==> src/design/bct_pkg.sv <==
// Package: register map, field layout, reset values and timing for the test unit
package bct_pkg;
  // Register indices; byte address is four times the index
  localparam logic [7:0] IDX_CHAN_ADDR = 8'h35;
  localparam logic [7:0] IDX_TEST_TIMER = 8'h37;
  localparam logic [7:0] IDX_TEST_CTRL = 8'h38;
  localparam logic [7:0] IDX_SEND_PAT = 8'h39;
  localparam logic [7:0] IDX_RECV_PAT = 8'h3a;
  localparam logic [7:0] IDX_TIM_HIGH = 8'h3b;
  localparam logic [7:0] IDX_TIM_LOW = 8'h3c;
  localparam logic [7:0] IDX_STATUS = 8'h3d;
  localparam logic [7:0] IDX_TIM_COUNT = 8'h3e;

  // Reset values
  localparam logic [7:0] RST_TEST_CTRL = 8'h00;
  localparam logic [7:0] RST_PATTERN = 8'h55;
  localparam logic [7:0] RST_TIMER_LOAD = 8'h00;
  localparam logic [4:0] RST_CHAN_ADDR = 5'h00;

  // Test channel control fields
  localparam int unsigned B_FREEZE = 7;
  localparam int unsigned B_NLP_BYPASS = 6;
  localparam int unsigned B_ATT_OFF = 5;
  localparam int unsigned B_SILENCE_OFF = 4;
  localparam int unsigned B_CHAN_ON = 3;
  localparam int unsigned B_LAW_SELECT = 2;
  localparam int unsigned B_DELAY_HI = 1;
  localparam int unsigned B_DELAY_LO = 0;
  // Pattern registers: mode bit on top, amplitude below
  localparam int unsigned B_GEN_MODE = 7;
  // Test and timer control fields
  localparam int unsigned B_SELF_TEST = 1;
  localparam int unsigned B_TIMER_RUN = 0;
  // Status fields
  localparam int unsigned B_ST_CHAN_STATE = 0;
  localparam int unsigned B_ST_ABORT = 1;
  localparam int unsigned B_ST_TIMER_RUN = 2;

  // End echo delay: code 00 means four sample periods
  localparam logic [2:0] DELAY_BASE = 3'h4;

  // Generator modes
  typedef enum logic [1:0] {
    BCT_GEN_2105 = 2'b00,
    BCT_GEN_2105_INV = 2'b01,
    BCT_GEN_2010 = 2'b10,
    BCT_GEN_RANDOM = 2'b11
  } bct_gen_mode_t;

  // Timing
  localparam int unsigned CLK_PERIOD_NS = 40;
  localparam int unsigned TIMER_TICK_NS = 1000000;
  localparam int unsigned SAMPLE_NS = 125000;
  localparam int unsigned MS_CYCLES =
    (TIMER_TICK_NS + CLK_PERIOD_NS - 1) / CLK_PERIOD_NS;
  localparam int unsigned SAMPLE_CYCLES = SAMPLE_NS / CLK_PERIOD_NS;
  // Phase steps per 8 kHz sample for a 16-bit accumulator
  localparam logic [15:0] STEP_2105 = 16'h435c;
  localparam logic [15:0] STEP_2010 = 16'h4052;
  localparam logic [15:0] LFSR_SEED = 16'hace1;

  // AXI responses
  localparam logic [1:0] RESP_OKAY = 2'b00;
  localparam logic [1:0] RESP_DECERR = 2'b11;
endpackage

==> src/design/bct_top.sv <==
// Background channel test unit: registers, test pattern generator, ms timer
//
// Design decision made here: the AXI4-Lite interface to the registers.
`timescale 1ns/1ps
`default_nettype none

// Notes on behaviour
// - External enable during test raises abort interrupt.
// - Freeze bit freezes speech unit and coefficients.
// - Bypass bit skips nonlinear processor in test.
// - Attenuator off bit disables output attenuator.
// - Silence bit turns off no-speech detection.
// - Channel on enables; off resets coefficients, meters.
// - Law bit: one A-law, zero mu-law.
// - Echo delay codes give 4..7 sample periods.
// - Tested channel ignores all external control.
// - Send pattern: top bit mode hi, amplitude.
// - Receive pattern: top bit mode lo, amplitude.
// - Sign follows 2105, inverted, 2010, random.
// - Timer counts down once per millisecond.
// - Up to 65535 ms, never early.
// - Load value from high and low bytes.
// - Self test enable runs test on addressed channel.
module bct_top #(
  parameter int unsigned NUM_CHANNELS = 32,
  parameter int unsigned MS_CYCLES = bct_pkg::MS_CYCLES
) (
  input wire logic aclk,
  input wire logic aresetn,
  // AXI4-Lite slave
  input wire logic [31:0] s_axi_awaddr,
  input wire logic s_axi_awvalid,
  output logic s_axi_awready,
  input wire logic [31:0] s_axi_wdata,
  input wire logic [3:0] s_axi_wstrb,
  input wire logic s_axi_wvalid,
  output logic s_axi_wready,
  output logic [1:0] s_axi_bresp,
  output logic s_axi_bvalid,
  input wire logic s_axi_bready,
  input wire logic [31:0] s_axi_araddr,
  input wire logic s_axi_arvalid,
  output logic s_axi_arready,
  output logic [31:0] s_axi_rdata,
  output logic [1:0] s_axi_rresp,
  output logic s_axi_rvalid,
  input wire logic s_axi_rready,
  // Enabled state of each channel as set by external sources
  input wire logic [NUM_CHANNELS-1:0] ext_chan_enabled,
  // Controls to the channel datapath
  output logic test_active,
  output logic [4:0] test_channel,
  output logic ext_ctrl_ignore,
  output logic test_freeze,
  output logic test_nonlinear_bypass,
  output logic test_attenuator_off,
  output logic test_silence_detect_off,
  output logic test_channel_on,
  output logic coef_reset,
  output logic test_law_select,
  output logic [2:0] test_echo_delay,
  // Generated pattern: sign on top, log amplitude below
  output logic [7:0] send_pattern,
  output logic [7:0] recv_pattern,
  output logic pattern_strobe,
  output logic abort_irq
);
  // Software-visible state
  logic [7:0] test_ctrl; // Test channel control
  logic [7:0] send_cfg; // Send pattern configuration
  logic [7:0] recv_cfg; // Receive pattern configuration
  logic [7:0] tim_high; // Timer load high byte
  logic [7:0] tim_low; // Timer load low byte
  logic [4:0] test_channel_address; // Channel under test
  logic self_test_enable;
  logic timer_run;
  logic [15:0] timer_count;
  logic [$clog2(MS_CYCLES)-1:0] ms_div;
  logic [11:0] smp_div;
  logic [15:0] phase;
  logic [15:0] lfsr;
  logic sign_bit;
  logic chan_ext_on; // Selected channel enabled from outside
  logic wr_fire;
  logic [7:0] wr_idx;
  logic [7:0] wr_byte;
  logic tim_start; // Write that sets the run bit
  logic ms_tick;
  bct_pkg::bct_gen_mode_t gen_mode;

  // Index from a byte address; low two bits ignored
  function automatic logic [7:0] reg_index(input logic [31:0] addr);
    reg_index = addr[9:2];
  endfunction

  // Whether an index is mapped
  function automatic logic idx_mapped(input logic [7:0] idx);
    idx_mapped = (idx == bct_pkg::IDX_CHAN_ADDR) ||
      (idx == bct_pkg::IDX_TEST_TIMER) ||
      (idx >= bct_pkg::IDX_TEST_CTRL && idx <= bct_pkg::IDX_TIM_COUNT);
  endfunction

  assign wr_idx = reg_index(s_axi_awaddr);
  assign wr_byte = s_axi_wdata[7:0];
  // Both channels present and taken this edge
  assign wr_fire = s_axi_awready && s_axi_awvalid && s_axi_wvalid;
  assign tim_start = wr_fire && s_axi_wstrb[0] &&
    (wr_idx == bct_pkg::IDX_TEST_TIMER) && wr_byte[bct_pkg::B_TIMER_RUN];
  assign chan_ext_on = ext_chan_enabled[test_channel_address];
  // Mode hi from send register, mode lo from receive register
  assign gen_mode = bct_pkg::bct_gen_mode_t'({send_cfg[bct_pkg::B_GEN_MODE],
    recv_cfg[bct_pkg::B_GEN_MODE]});
  assign ms_tick = (ms_div == '0);

  // Write address and data are taken together, one write at a time;
  // holding both ready low until both valid avoids a half-taken write
  always_ff @(posedge aclk)
  begin
    if (!aresetn)
    begin
      s_axi_awready <= 1'b0;
      s_axi_wready <= 1'b0;
    end
    else
    begin
      s_axi_awready <= s_axi_awvalid && s_axi_wvalid && !s_axi_awready &&
        !s_axi_bvalid;
      s_axi_wready <= s_axi_awvalid && s_axi_wvalid && !s_axi_awready &&
        !s_axi_bvalid;
    end
  end

  // Write response one cycle after the take
  always_ff @(posedge aclk)
  begin
    if (!aresetn)
    begin
      s_axi_bvalid <= 1'b0;
      s_axi_bresp <= bct_pkg::RESP_OKAY;
    end
    else if (wr_fire)
    begin
      s_axi_bvalid <= 1'b1;
      s_axi_bresp <= idx_mapped(wr_idx) ? bct_pkg::RESP_OKAY :
        bct_pkg::RESP_DECERR;
    end
    else if (s_axi_bready)
    begin
      s_axi_bvalid <= 1'b0;
    end
  end

  // Register writes; only byte lane 0 carries data
  always_ff @(posedge aclk)
  begin
    if (!aresetn)
    begin
      test_ctrl <= bct_pkg::RST_TEST_CTRL;
      send_cfg <= bct_pkg::RST_PATTERN;
      recv_cfg <= bct_pkg::RST_PATTERN;
      tim_high <= bct_pkg::RST_TIMER_LOAD;
      tim_low <= bct_pkg::RST_TIMER_LOAD;
      test_channel_address <= bct_pkg::RST_CHAN_ADDR;
      self_test_enable <= 1'b0;
    end
    else if (wr_fire && s_axi_wstrb[0])
    begin
      unique case (wr_idx)
        bct_pkg::IDX_CHAN_ADDR: test_channel_address <= wr_byte[4:0];
        // Only clearing this bit ends a running test
        bct_pkg::IDX_TEST_TIMER:
          self_test_enable <= wr_byte[bct_pkg::B_SELF_TEST];
        bct_pkg::IDX_TEST_CTRL: test_ctrl <= wr_byte;
        bct_pkg::IDX_SEND_PAT: send_cfg <= wr_byte;
        bct_pkg::IDX_RECV_PAT: recv_cfg <= wr_byte;
        bct_pkg::IDX_TIM_HIGH: tim_high <= wr_byte;
        bct_pkg::IDX_TIM_LOW: tim_low <= wr_byte;
        default: ;
      endcase
    end
  end

  // Read channel: one read at a time, data one cycle after the take
  always_ff @(posedge aclk)
  begin
    if (!aresetn)
    begin
      s_axi_arready <= 1'b0;
      s_axi_rvalid <= 1'b0;
      s_axi_rdata <= 32'h0000_0000;
      s_axi_rresp <= bct_pkg::RESP_OKAY;
    end
    else
    begin
      s_axi_arready <= s_axi_arvalid && !s_axi_arready && !s_axi_rvalid;
      if (s_axi_arvalid && s_axi_arready)
      begin
        s_axi_rvalid <= 1'b1;
        s_axi_rresp <= idx_mapped(reg_index(s_axi_araddr)) ?
          bct_pkg::RESP_OKAY : bct_pkg::RESP_DECERR;
        s_axi_rdata <= 32'h0000_0000;
        unique case (reg_index(s_axi_araddr))
          bct_pkg::IDX_CHAN_ADDR: s_axi_rdata[4:0] <= test_channel_address;
          bct_pkg::IDX_TEST_TIMER:
            s_axi_rdata[1:0] <= {self_test_enable, timer_run};
          bct_pkg::IDX_TEST_CTRL: s_axi_rdata[7:0] <= test_ctrl;
          bct_pkg::IDX_SEND_PAT: s_axi_rdata[7:0] <= send_cfg;
          bct_pkg::IDX_RECV_PAT: s_axi_rdata[7:0] <= recv_cfg;
          bct_pkg::IDX_TIM_HIGH: s_axi_rdata[7:0] <= tim_high;
          bct_pkg::IDX_TIM_LOW: s_axi_rdata[7:0] <= tim_low;
          // Channel state lets software check before it starts a test
          bct_pkg::IDX_STATUS:
            s_axi_rdata[2:0] <= {timer_run, abort_irq, chan_ext_on};
          bct_pkg::IDX_TIM_COUNT: s_axi_rdata[15:0] <= timer_count;
          default: ;
        endcase
      end
      else if (s_axi_rready)
      begin
        s_axi_rvalid <= 1'b0;
      end
    end
  end

  // Datapath controls, registered so each output is a flop
  always_ff @(posedge aclk)
  begin
    if (!aresetn)
    begin
      test_active <= 1'b0;
      test_channel <= bct_pkg::RST_CHAN_ADDR;
      ext_ctrl_ignore <= 1'b0;
      test_freeze <= 1'b0;
      test_nonlinear_bypass <= 1'b0;
      test_attenuator_off <= 1'b0;
      test_silence_detect_off <= 1'b0;
      test_channel_on <= 1'b0;
      coef_reset <= 1'b0;
      test_law_select <= 1'b0;
      test_echo_delay <= bct_pkg::DELAY_BASE;
    end
    else
    begin
      test_active <= self_test_enable;
      test_channel <= test_channel_address;
      ext_ctrl_ignore <= self_test_enable;
      test_freeze <= self_test_enable &&
        test_ctrl[bct_pkg::B_FREEZE];
      test_nonlinear_bypass <= self_test_enable &&
        test_ctrl[bct_pkg::B_NLP_BYPASS];
      // Low leaves the attenuator to the normal PCM configuration
      test_attenuator_off <= self_test_enable &&
        test_ctrl[bct_pkg::B_ATT_OFF];
      test_silence_detect_off <= self_test_enable &&
        test_ctrl[bct_pkg::B_SILENCE_OFF];
      test_channel_on <= self_test_enable &&
        test_ctrl[bct_pkg::B_CHAN_ON];
      // Level reset: held as long as a test runs with the channel off
      coef_reset <= self_test_enable &&
        !test_ctrl[bct_pkg::B_CHAN_ON];
      test_law_select <= test_ctrl[bct_pkg::B_LAW_SELECT];
      test_echo_delay <= bct_pkg::DELAY_BASE +
        {1'b0, test_ctrl[bct_pkg::B_DELAY_HI:bct_pkg::B_DELAY_LO]};
    end
  end

  // Abort flag: set while a test runs with the channel on outside, cleared once the test ends
  always_ff @(posedge aclk)
  begin
    if (!aresetn)
    begin
      abort_irq <= 1'b0;
    end
    else if (self_test_enable && chan_ext_on)
    begin
      abort_irq <= 1'b1;
    end
    else if (!self_test_enable)
    begin
      abort_irq <= 1'b0;
    end
  end

  // Sample-rate divider for the 125 us generator step
  always_ff @(posedge aclk)
  begin
    if (!aresetn)
    begin
      smp_div <= '0;
      pattern_strobe <= 1'b0;
    end
    else
    begin
      pattern_strobe <= (smp_div == 12'(bct_pkg::SAMPLE_CYCLES - 1));
      if (smp_div == 12'(bct_pkg::SAMPLE_CYCLES - 1))
        smp_div <= '0;
      else
        smp_div <= smp_div + 12'h001;
    end
  end

  // Phase accumulator and random source, one step per sample
  always_ff @(posedge aclk)
  begin
    if (!aresetn)
    begin
      phase <= '0;
      lfsr <= bct_pkg::LFSR_SEED;
    end
    else if (smp_div == '0)
    begin
      phase <= phase + ((gen_mode == bct_pkg::BCT_GEN_2010) ?
        bct_pkg::STEP_2010 : bct_pkg::STEP_2105);
      lfsr <= {lfsr[14:0], lfsr[15] ^ lfsr[13] ^ lfsr[12] ^ lfsr[10]};
    end
  end

  // Sign of the rectified pattern by mode
  always_comb
  begin
    unique case (gen_mode)
      bct_pkg::BCT_GEN_2105: sign_bit = phase[15];
      bct_pkg::BCT_GEN_2105_INV: sign_bit = !phase[15];
      bct_pkg::BCT_GEN_2010: sign_bit = phase[15];
      bct_pkg::BCT_GEN_RANDOM: sign_bit = lfsr[0];
    endcase
  end

  // Pattern words: same sign, amplitude per path
  always_ff @(posedge aclk)
  begin
    if (!aresetn)
    begin
      send_pattern <= 8'h00;
      recv_pattern <= 8'h00;
    end
    else
    begin
      send_pattern <= {sign_bit, send_cfg[6:0]};
      recv_pattern <= {sign_bit, recv_cfg[6:0]};
    end
  end

  // Millisecond prescaler restarts on a start write so the first tick
  // comes a full millisecond later: expiry is never early
  always_ff @(posedge aclk)
  begin
    if (!aresetn || tim_start || !timer_run)
      ms_div <= $bits(ms_div)'(MS_CYCLES - 1);
    else if (ms_tick)
      ms_div <= $bits(ms_div)'(MS_CYCLES - 1);
    else
      ms_div <= ms_div - 1'b1;
  end

  // Timer: load on start, count down per ms, stop at zero
  always_ff @(posedge aclk)
  begin
    if (!aresetn)
    begin
      timer_run <= 1'b0;
      timer_count <= 16'h0000;
    end
    else if (wr_fire && s_axi_wstrb[0] && wr_idx == bct_pkg::IDX_TEST_TIMER)
    begin
      timer_run <= wr_byte[bct_pkg::B_TIMER_RUN];
      if (wr_byte[bct_pkg::B_TIMER_RUN])
        timer_count <= {tim_high, tim_low};
    end
    else if (timer_run && ms_tick)
    begin
      if (timer_count <= 16'h0001)
      begin
        timer_count <= 16'h0000;
        timer_run <= 1'b0;
      end
      else
        timer_count <= timer_count - 16'h0001;
    end
  end
endmodule

`default_nettype wire

==> config.mk <==
export PLATFORM = sky130hd
export DESIGN_NAME = bct_top
export DESIGN_NICKNAME = d
export VERILOG_FILES = /design/src/design/bct_pkg.sv /design/src/design/bct_top.sv
export SDC_FILE = /design/constraint.sdc
export NUM_CORES = 1
export LEC_CHECK = 0
export ABC_AREA = 1
export BUFFER_PORTS_ARGS = -buffer_cell sky130_fd_sc_hd__buf_2
export CAP_MARGIN = 0
export CORE_MARGIN = 4
export CORE_UTILIZATION = 45
export CTS_CLUSTER_DIAMETER = 150
export DETAILED_ROUTE_END_ITERATION = 8
export PLACE_DENSITY = 0.75
export SLEW_MARGIN = 20
export SYNTH_ARGS = -nofsm -noshare
export SYNTH_HDL_FRONTEND = slang
export SYNTH_SLANG_ARGS = --single-unit
==> constraint.sdc <==
create_clock -name aclk -period 2.1 [get_ports aclk]
set_clock_uncertainty 0.05 [all_clocks]
set_input_delay 0 -clock aclk [delete_from_list [all_inputs] [get_ports aclk]]
set_output_delay 0 -clock aclk [all_outputs]
set_load 0.01 [all_outputs]
==> flow_summary.toml, run 1 <==
[status]
run_status = "completed"

[clocking]
clk_latency_ns = 0.43
cts.sink_count = 175
clk_pin_slew_worst_paths_ns = 0.06
cts_buffers = 17
cts-htree-levels = 4
clock_tree.root_cell = "clkbuf_16"
max-clock-path-buffers = 2
cts_tree = "done"

[sta]
final.min_clock_period_ns = 2.05
finalSetupViolations = 0
worst-slew-pin-transition_ns = 0.572
post-route-period-util_pct = 97.7
setup_ws_ns = 0.0480
final-hold-violation-count = 0
rsz0062_at_grt = "yes"
achievable-frequency_ghz = 0.487
relSlewSlack_pct = 61.8
timing.final.max_slew_violations = 0

[power]
p_leak_nw = 4.64
vdd.ir_drop.worst_mv = 0.713
pwr_density_cell_nw_per_um2 = 774
power_mw = 7.75

[drt]
num_vias = 7875
route.detailed.wl_per_inst_um = 13.5
drt_pass1_iterations = 5
ant_nets = 0
drt-initial-drc-count = 555
wirelength_um = 21000
detail_route.vias_per_cell = 5.07
drt_drc_violations_left = 0

[worst_setup_path]
path_max_fanout = 4
regToRegStartpoint = "send_cfg[7]"
worstSetupStartpointType = "register"
crit_type = "reg2reg"
cp_data_required_time_ns = 2.37
r2r_cells = 11
cp_data_arrival_time_ns = 2.32
worstReg2RegEnd = "phase[12]"
ff2ff_setup_slack_ns = 0.05
setup_crit_start = "send_cfg[7]"
critical_path.endpoint_type = "register"
crit_end = "phase[12]"

[synthesis]
synth_sequential_area_ratio_pct = 42.8
synth.lib_cells_used.distinct = 52
syn-instance-count = 1156
dominantRegCellSynth = "dfxtp_1"
synth_area_per_cell_sq_um = 7.08
postSynth.asyncResetShare_pct = 0
ys_seq_elements = 175
number_of_flops_mapped_to_enable_cells_by_yosys = 0
yosys_warnings = 0
synth_area_sq_um = 8190

[grt]
global_route.usage.total_pct = 20.3
grt_pass1_vias = 7116
grt_start_max_net_pins = 77
grt_remaining_overflow = 0
grt_antenna_before_repair = 0
wire_length_of_the_first_global_routing_pass_um = 33800

[placed_design]
place_congestion = 0.956
preCtsSetupSlack_ns = -0.109
dp_wirelength_um = 15200
port_buffers = 122

[cells_and_area]
total_of_fill_cells_in_the_finished_design = 1638
final_layout_size_suffix_gt1_share_pct = 16.6
areaGrowthSynthToFinish_pct = 22.3
layout_net_count = 1461
final_core_util_pct = 55.9

[min_path]
min-delay-path-class = "in2reg"

[floorplanning]
floorplan.die.height_um = 143
floorplan.die.width_um = 143
core_region_area_sq_um = 17900
fp.dieArea_sq_um = 20400
floorplan.initialDensity_pct = 45.7
placement_rows = 49
num_io_pins = 215

[job]
cap_violations = 0
where the power goes:
group / switching, mW / internal, mW / leakage [nW]
registers: 0.0829 / 3.43 / 1.42
clock network: 1.32 / 2.15 / 0.318
logic: 0.440 / 0.325 / 2.90
Yosys cell counts (all sizes together), types with 2 or more instances:
library cell	n	share of area (%)
o22ai	10	0.76
buf	29	2.6
nand3	70	4.5
nor2	117	5.6
o21ai	108	6.6
dfxtp	175	43
clkbuf	27	1.2
ha	11	1.7
o211ai	14	1.3
nor4	5	0.38
nand2	245	11
xnor2	7	0.75
a211oi	3	0.27
nor3	25	1.6
nand4	14	1.2
nand3b	4	0.37
clkinv	3	0.14
conb	2	0.092
xor2	14	1.5
nor3b	2	0.18
a31oi	3	0.23
or2	5	0.41
o21bai	5	0.46
a21oi	92	5.7
inv	156	7.2
flip-flops by register name, summed over array words and instances, names as in the netlist, 2 cells and up:
| name | cells |
|---|---|
| test_channel_address | 5 |
| s_axi_rdata | 16 |
| phase | 15 |
| ms_div | 15 |
| send_pattern | 8 |
| test_echo_delay | 2 |
| smp_div | 12 |
| tim_low | 8 |
| lfsr | 16 |
| test_channel | 5 |
| tim_high | 8 |
| timer_count | 16 |
| test_ctrl | 8 |
| send_cfg | 8 |
| recv_cfg | 8 |
| recv_pattern | 7 |
per-layer routing:
| layer | routed length (um) | vias up | track usage (%) | share of wire (%) |
|---|---|---|---|---|
| li1 | - | 4021 | - | - |
| met1 | 9260 | 3584 | 25.8 | 44 |
| met2 | 10100 | 239 | 34.5 | 48 |
| met3 | 1260 | 31 | 4.49 | 6.0 |
| met4 | 396 | 0 | 6.00 | 1.9 |
| met5 | 0 | - | 0 | 0 |
through the flow:
| step | cell area [sq um] | setup TNS [ns] | hold slack [ns] | cells |
|---|---|---|---|---|
| global placement | 9070 | -0.0245 | 0.188 | 1495 |
| CTS | 9960 | -0.00260 | 0.0354 | 1549 |
| finish | 10000 | 0 | 0.0576 | 1552 |
| floorplan | 8260 | 0 | 0.0683 | 1171 |
| global route | 10000 | -0.672 | 0.102 | 1551 |
| detailed placement | 9070 | -0.266 | 0.190 | 1495 |
cell usage in the layout (no fill, tap or decap), types with 21 or more instances in the layout:
| cell | instances |
|---|---|
| dfxtp_1 | 174 |
| nor3_1 | 23 |
| inv_1 | 152 |
| dlygate4sd3_1 | 21 |
| nand2_1 | 237 |
| o21ai_0 | 98 |
| nand3_1 | 67 |
| buf_2 | 122 |
| nor2_1 | 111 |
| buf_4 | 32 |
| a21oi_1 | 90 |
repair_timing:
action / 4_1_cts / 5_1_grt
pin swaps: 3 / 3
gates resized for setup: 3 / 13
endpoints found under the setup margin: 4 / 8
setup buffers: 2 / 2
endpoints found under the hold margin: 55 / 0
hold buffers: 21 / 0
cells by family after synthesis:
kind of cell / Yosys count / share of synthesized area (%)
flip-flops: 175 / 42.8
adder cells (fa/ha/maj): 12 / 1.93
buffers and inverters: 215 / 11.1
AND/OR/NAND/NOR: 489 / 25.8
XOR/XNOR: 21 / 2.25
other: 2 / 0.0917
AO/OA/AOI/OAI: 242 / 16.1
critical path: stages (launching register included):
cell and delay [ns]:
dfxtp_2 0.33, inv_2 0.05, nor2_4 0.12, inv_1 0.13, ha_1 0.32, nand2_1 0.08, nor3_2 0.13, inv_1 0.06
o211ai_1 0.27, nand3_1 0.17, o21ai_0 0.18, nor2_1 0.06
area by class of cell:
class,count,area (sq um),area share [%]
clock inverter,12,208,2.07
timing repair buffer,176,1080,10.8
clock buffer,19,443,4.42
antenna,1,2.50,0.0250
multi-input combinational,781,3890,38.9
inverter,159,597,5.96
tap,229,287,2.86
sequential,175,3500,35.0
how the worst min path moves through the flow:
stage / start / end / slack, ns / cells after the start
floorplan: s_axi_arvalid / s_axi_arready / 0.07 / 2
global placement: s_axi_arvalid / s_axi_arready / 0.19 / 3
detailed placement: s_axi_arvalid / s_axi_arready / 0.19 / 3
CTS: s_axi_araddr[2] / s_axi_rresp[0] / 0.04 / 4
global route: s_axi_araddr[2] / s_axi_rresp[0] / 0.10 / 4
finish: s_axi_araddr[2] / s_axi_rresp[0] / 0.06 / 4
(Power assumes the default switching activity.)
==> run 2, diff against run 1 <==
CORE_MARGIN = not set   (was 4)
==> run 2 against run 1 <==
Against the previous run: the flow now finishes with violations (setup timing); setup slack lost 0.057 ns; largest cell class unchanged; register-to-register slack lost 0.06 ns; sequential share of layout area shrank 0.17 points.
==> flow_summary.toml, run 2 (synthesis results as in run 1) <==
[status]
run_status = "finished, violations left"
violations = "setup timing"

[grt]
grt_antenna_before_repair = 0
grt_remaining_overflow = 0
grt_pass1_vias = 7269
global_route.usage.total_pct = 23.5
wire_length_of_the_first_global_routing_pass_um = 34600
grt_start_max_net_pins = 62

[worst_setup_path]
critical_path.endpoint_type = "register"
regToRegStartpoint = "send_cfg[7]"
max_stage_delay_ns = 0.34
cp_num_cells = 17
r2r_cells = 17
worstPathCellList = "inv_2 -> nor2_4 -> ha_4 -> inv_2 -> fa_2 -> inv_2 -> nand2_2 -> nand2_2 -> a21oi_2 -> o21bai_1 -> nand2_1 -> nand2_2 -> nand2_1 -> nand2_2 -> nand3_1 -> nand2_1 -> nor2_1"
crit_path_top_delay_cell = "dfxtp_2"
setup_crit_start = "send_cfg[7]"
cp_data_required_time_ns = 2.38
crit_type = "reg2reg"
ff2ff_setup_slack_ns = -0.009
worstReg2RegEnd = "phase[15]"
path_max_fanout = 3
cp_data_arrival_time_ns = 2.39
timing.critical_path.mode_cell = "nand2_2"
worstSetupStartpointType = "register"
buffers_and_inverters_on_the_worst_path = 3
critical_path.top_delay_family = "simple AND/OR/NAND/NOR gates"

[power]
pwr_density_cell_nw_per_um2 = 770
vdd.ir_drop.worst_mv = 0.694
p_leak_nw = 4.63

[cells_and_area]
mostFrequentLayoutCells = "nand2_1 (236), dfxtp_1 (174), inv_1 (151)"
reg.largest.list = "lfsr x16, s_axi_rdata x16, timer_count x16"
final_core_util_pct = 57.4
cell_count_final_fillers_out = 1548
diode_insertion_count_for_antenna_repair = 0
areaGrowthSynthToFinish_pct = 22.9
layout.cells.most_common = "nand2_1"
layout_net_count = 1461
finish.instance_area_sq_um = 10100
final_layout_size_suffix_gt1_share_pct = 16.9

[drt]
drt_pass1_iterations = 5
wirelength_um = 21500
drt-initial-drc-count = 585
ant_nets = 0
route.detailed.wl_per_inst_um = 13.9
num_vias = 7973
drt_drc_violations_left = 0
detail_route.vias_per_cell = 5.15

[sta]
rsz0062_at_grt = "yes"
relSlewSlack_pct = 61.8
final.min_clock_period_ns = 2.11
totalNegativeSetupSlack_ns = -0.00858
post-route-period-util_pct = 100
final-hold-violation-count = 0
finalSetupViolations = 1
worst-slew-pin-transition_ns = 0.574
setup_ws_ns = -0.00858
timing.final.max_slew_violations = 0
achievable-frequency_ghz = 0.474

[clocking]
cts_tree = "done"
max-clock-path-buffers = 2
cts-htree-levels = 4
cts_buffers = 17
clk_pin_slew_worst_paths_ns = 0.07
clk_latency_ns = 0.43
cts.sink_count = 175
clock_tree.root_cell = "clkbuf_16"

[floorplanning]
floorplan.initialDensity_pct = 46.7
num_io_pins = 215
fp.dieArea_sq_um = 18700
core_region_area_sq_um = 17500
placement_rows = 48
floorplan.die.height_um = 137
floorplan.die.width_um = 137

[min_path]
min-delay-path-class = "in2reg"
hold_end = "s_axi_rresp[0]"
worstHoldPathCells = 4
worst_hold_startpoint = "s_axi_araddr[2]"

[placed_design]
detailed_place.area_sq_um = 9060
place_congestion = 0.936
placed_cell_count = 1490
port_buffers = 122
dp_wirelength_um = 15100

[job]
cap_violations = 0
-- run 2: cell types whose count changed in the layout (fill, tap and decap cells not counted), sizes merged --
cell | before | now
buf | 155 | 152
clkinv | 7 | 4
inv | 159 | 161
diode | 1 | 0
dlygate4sd3 | 21 | 24
bufinv | 5 | 4
clkinvlp | 0 | 3
-- run 2: what timing repair did --
item / 4_1_cts / 5_1_grt
setup buffers: 0 / 2
gates resized for setup: 4 / 19
endpoints found under the hold margin: 53 / 0
setup endpoints to repair: 5 / 10
pin swaps: 5 / 8
hold buffers: 24 / 0
-- run 2: worst max path at each step --
stage / end
after global placement: phase[15]
final: phase[15]
after floorplan: phase[15]
after CTS: phase[15]
after detailed placement: phase[15]
after global routing: phase[15]
-- run 2: metal layers --
layer	vias up	share of wire (%)	GRT usage [%]
met5	-	0	0
met3	37	5.3	4.52
li1	4023	-	-
met1	3667	43	28.1
met2	246	50	42.0
met4	0	2.1	8.12
-- run 2: through the flow --
step	hold WS [ns]	power, mW	setup WS (ns)
2_1_floorplan	0.0683	4.05	0.0117
3_3_place_gp	0.196	4.26	-0.0136
3_5_place_dp	0.196	4.28	-0.0851
4_1_cts	0.0593	7.73	-0.00112
5_1_grt	0.0821	8.05	-0.158
6_report	0.0745	7.75	-0.00858
-- run 2: power breakdown --
group          total [mW]  switching, mW  leakage [nW]  internal (mW)
clock network        3.45           1.39         0.305           2.05
logic               0.782          0.453          2.91          0.330
registers            3.52         0.0858          1.42           3.43
total                7.75           1.93          4.63           5.82
-- run 2: tightest hold or removal path: cells and delay by family --
| kind | cells | cell delay, ns |
|---|---|---|
| compound gates | 2 | 0.26 |
| buf+inv | 2 | 0.25 |
-- run 2: area by class of cell --
cell class | count | area (sq um)
Inverter | 159 | 599
Multi-Input combinational cell | 781 | 3930
Clock inverter | 13 | 200
Fill cell | 1619 | 7470
Timing Repair Buffer | 176 | 1100
Sequential cell | 175 | 3500
Tap cell | 225 | 282
Clock buffer | 19 | 443
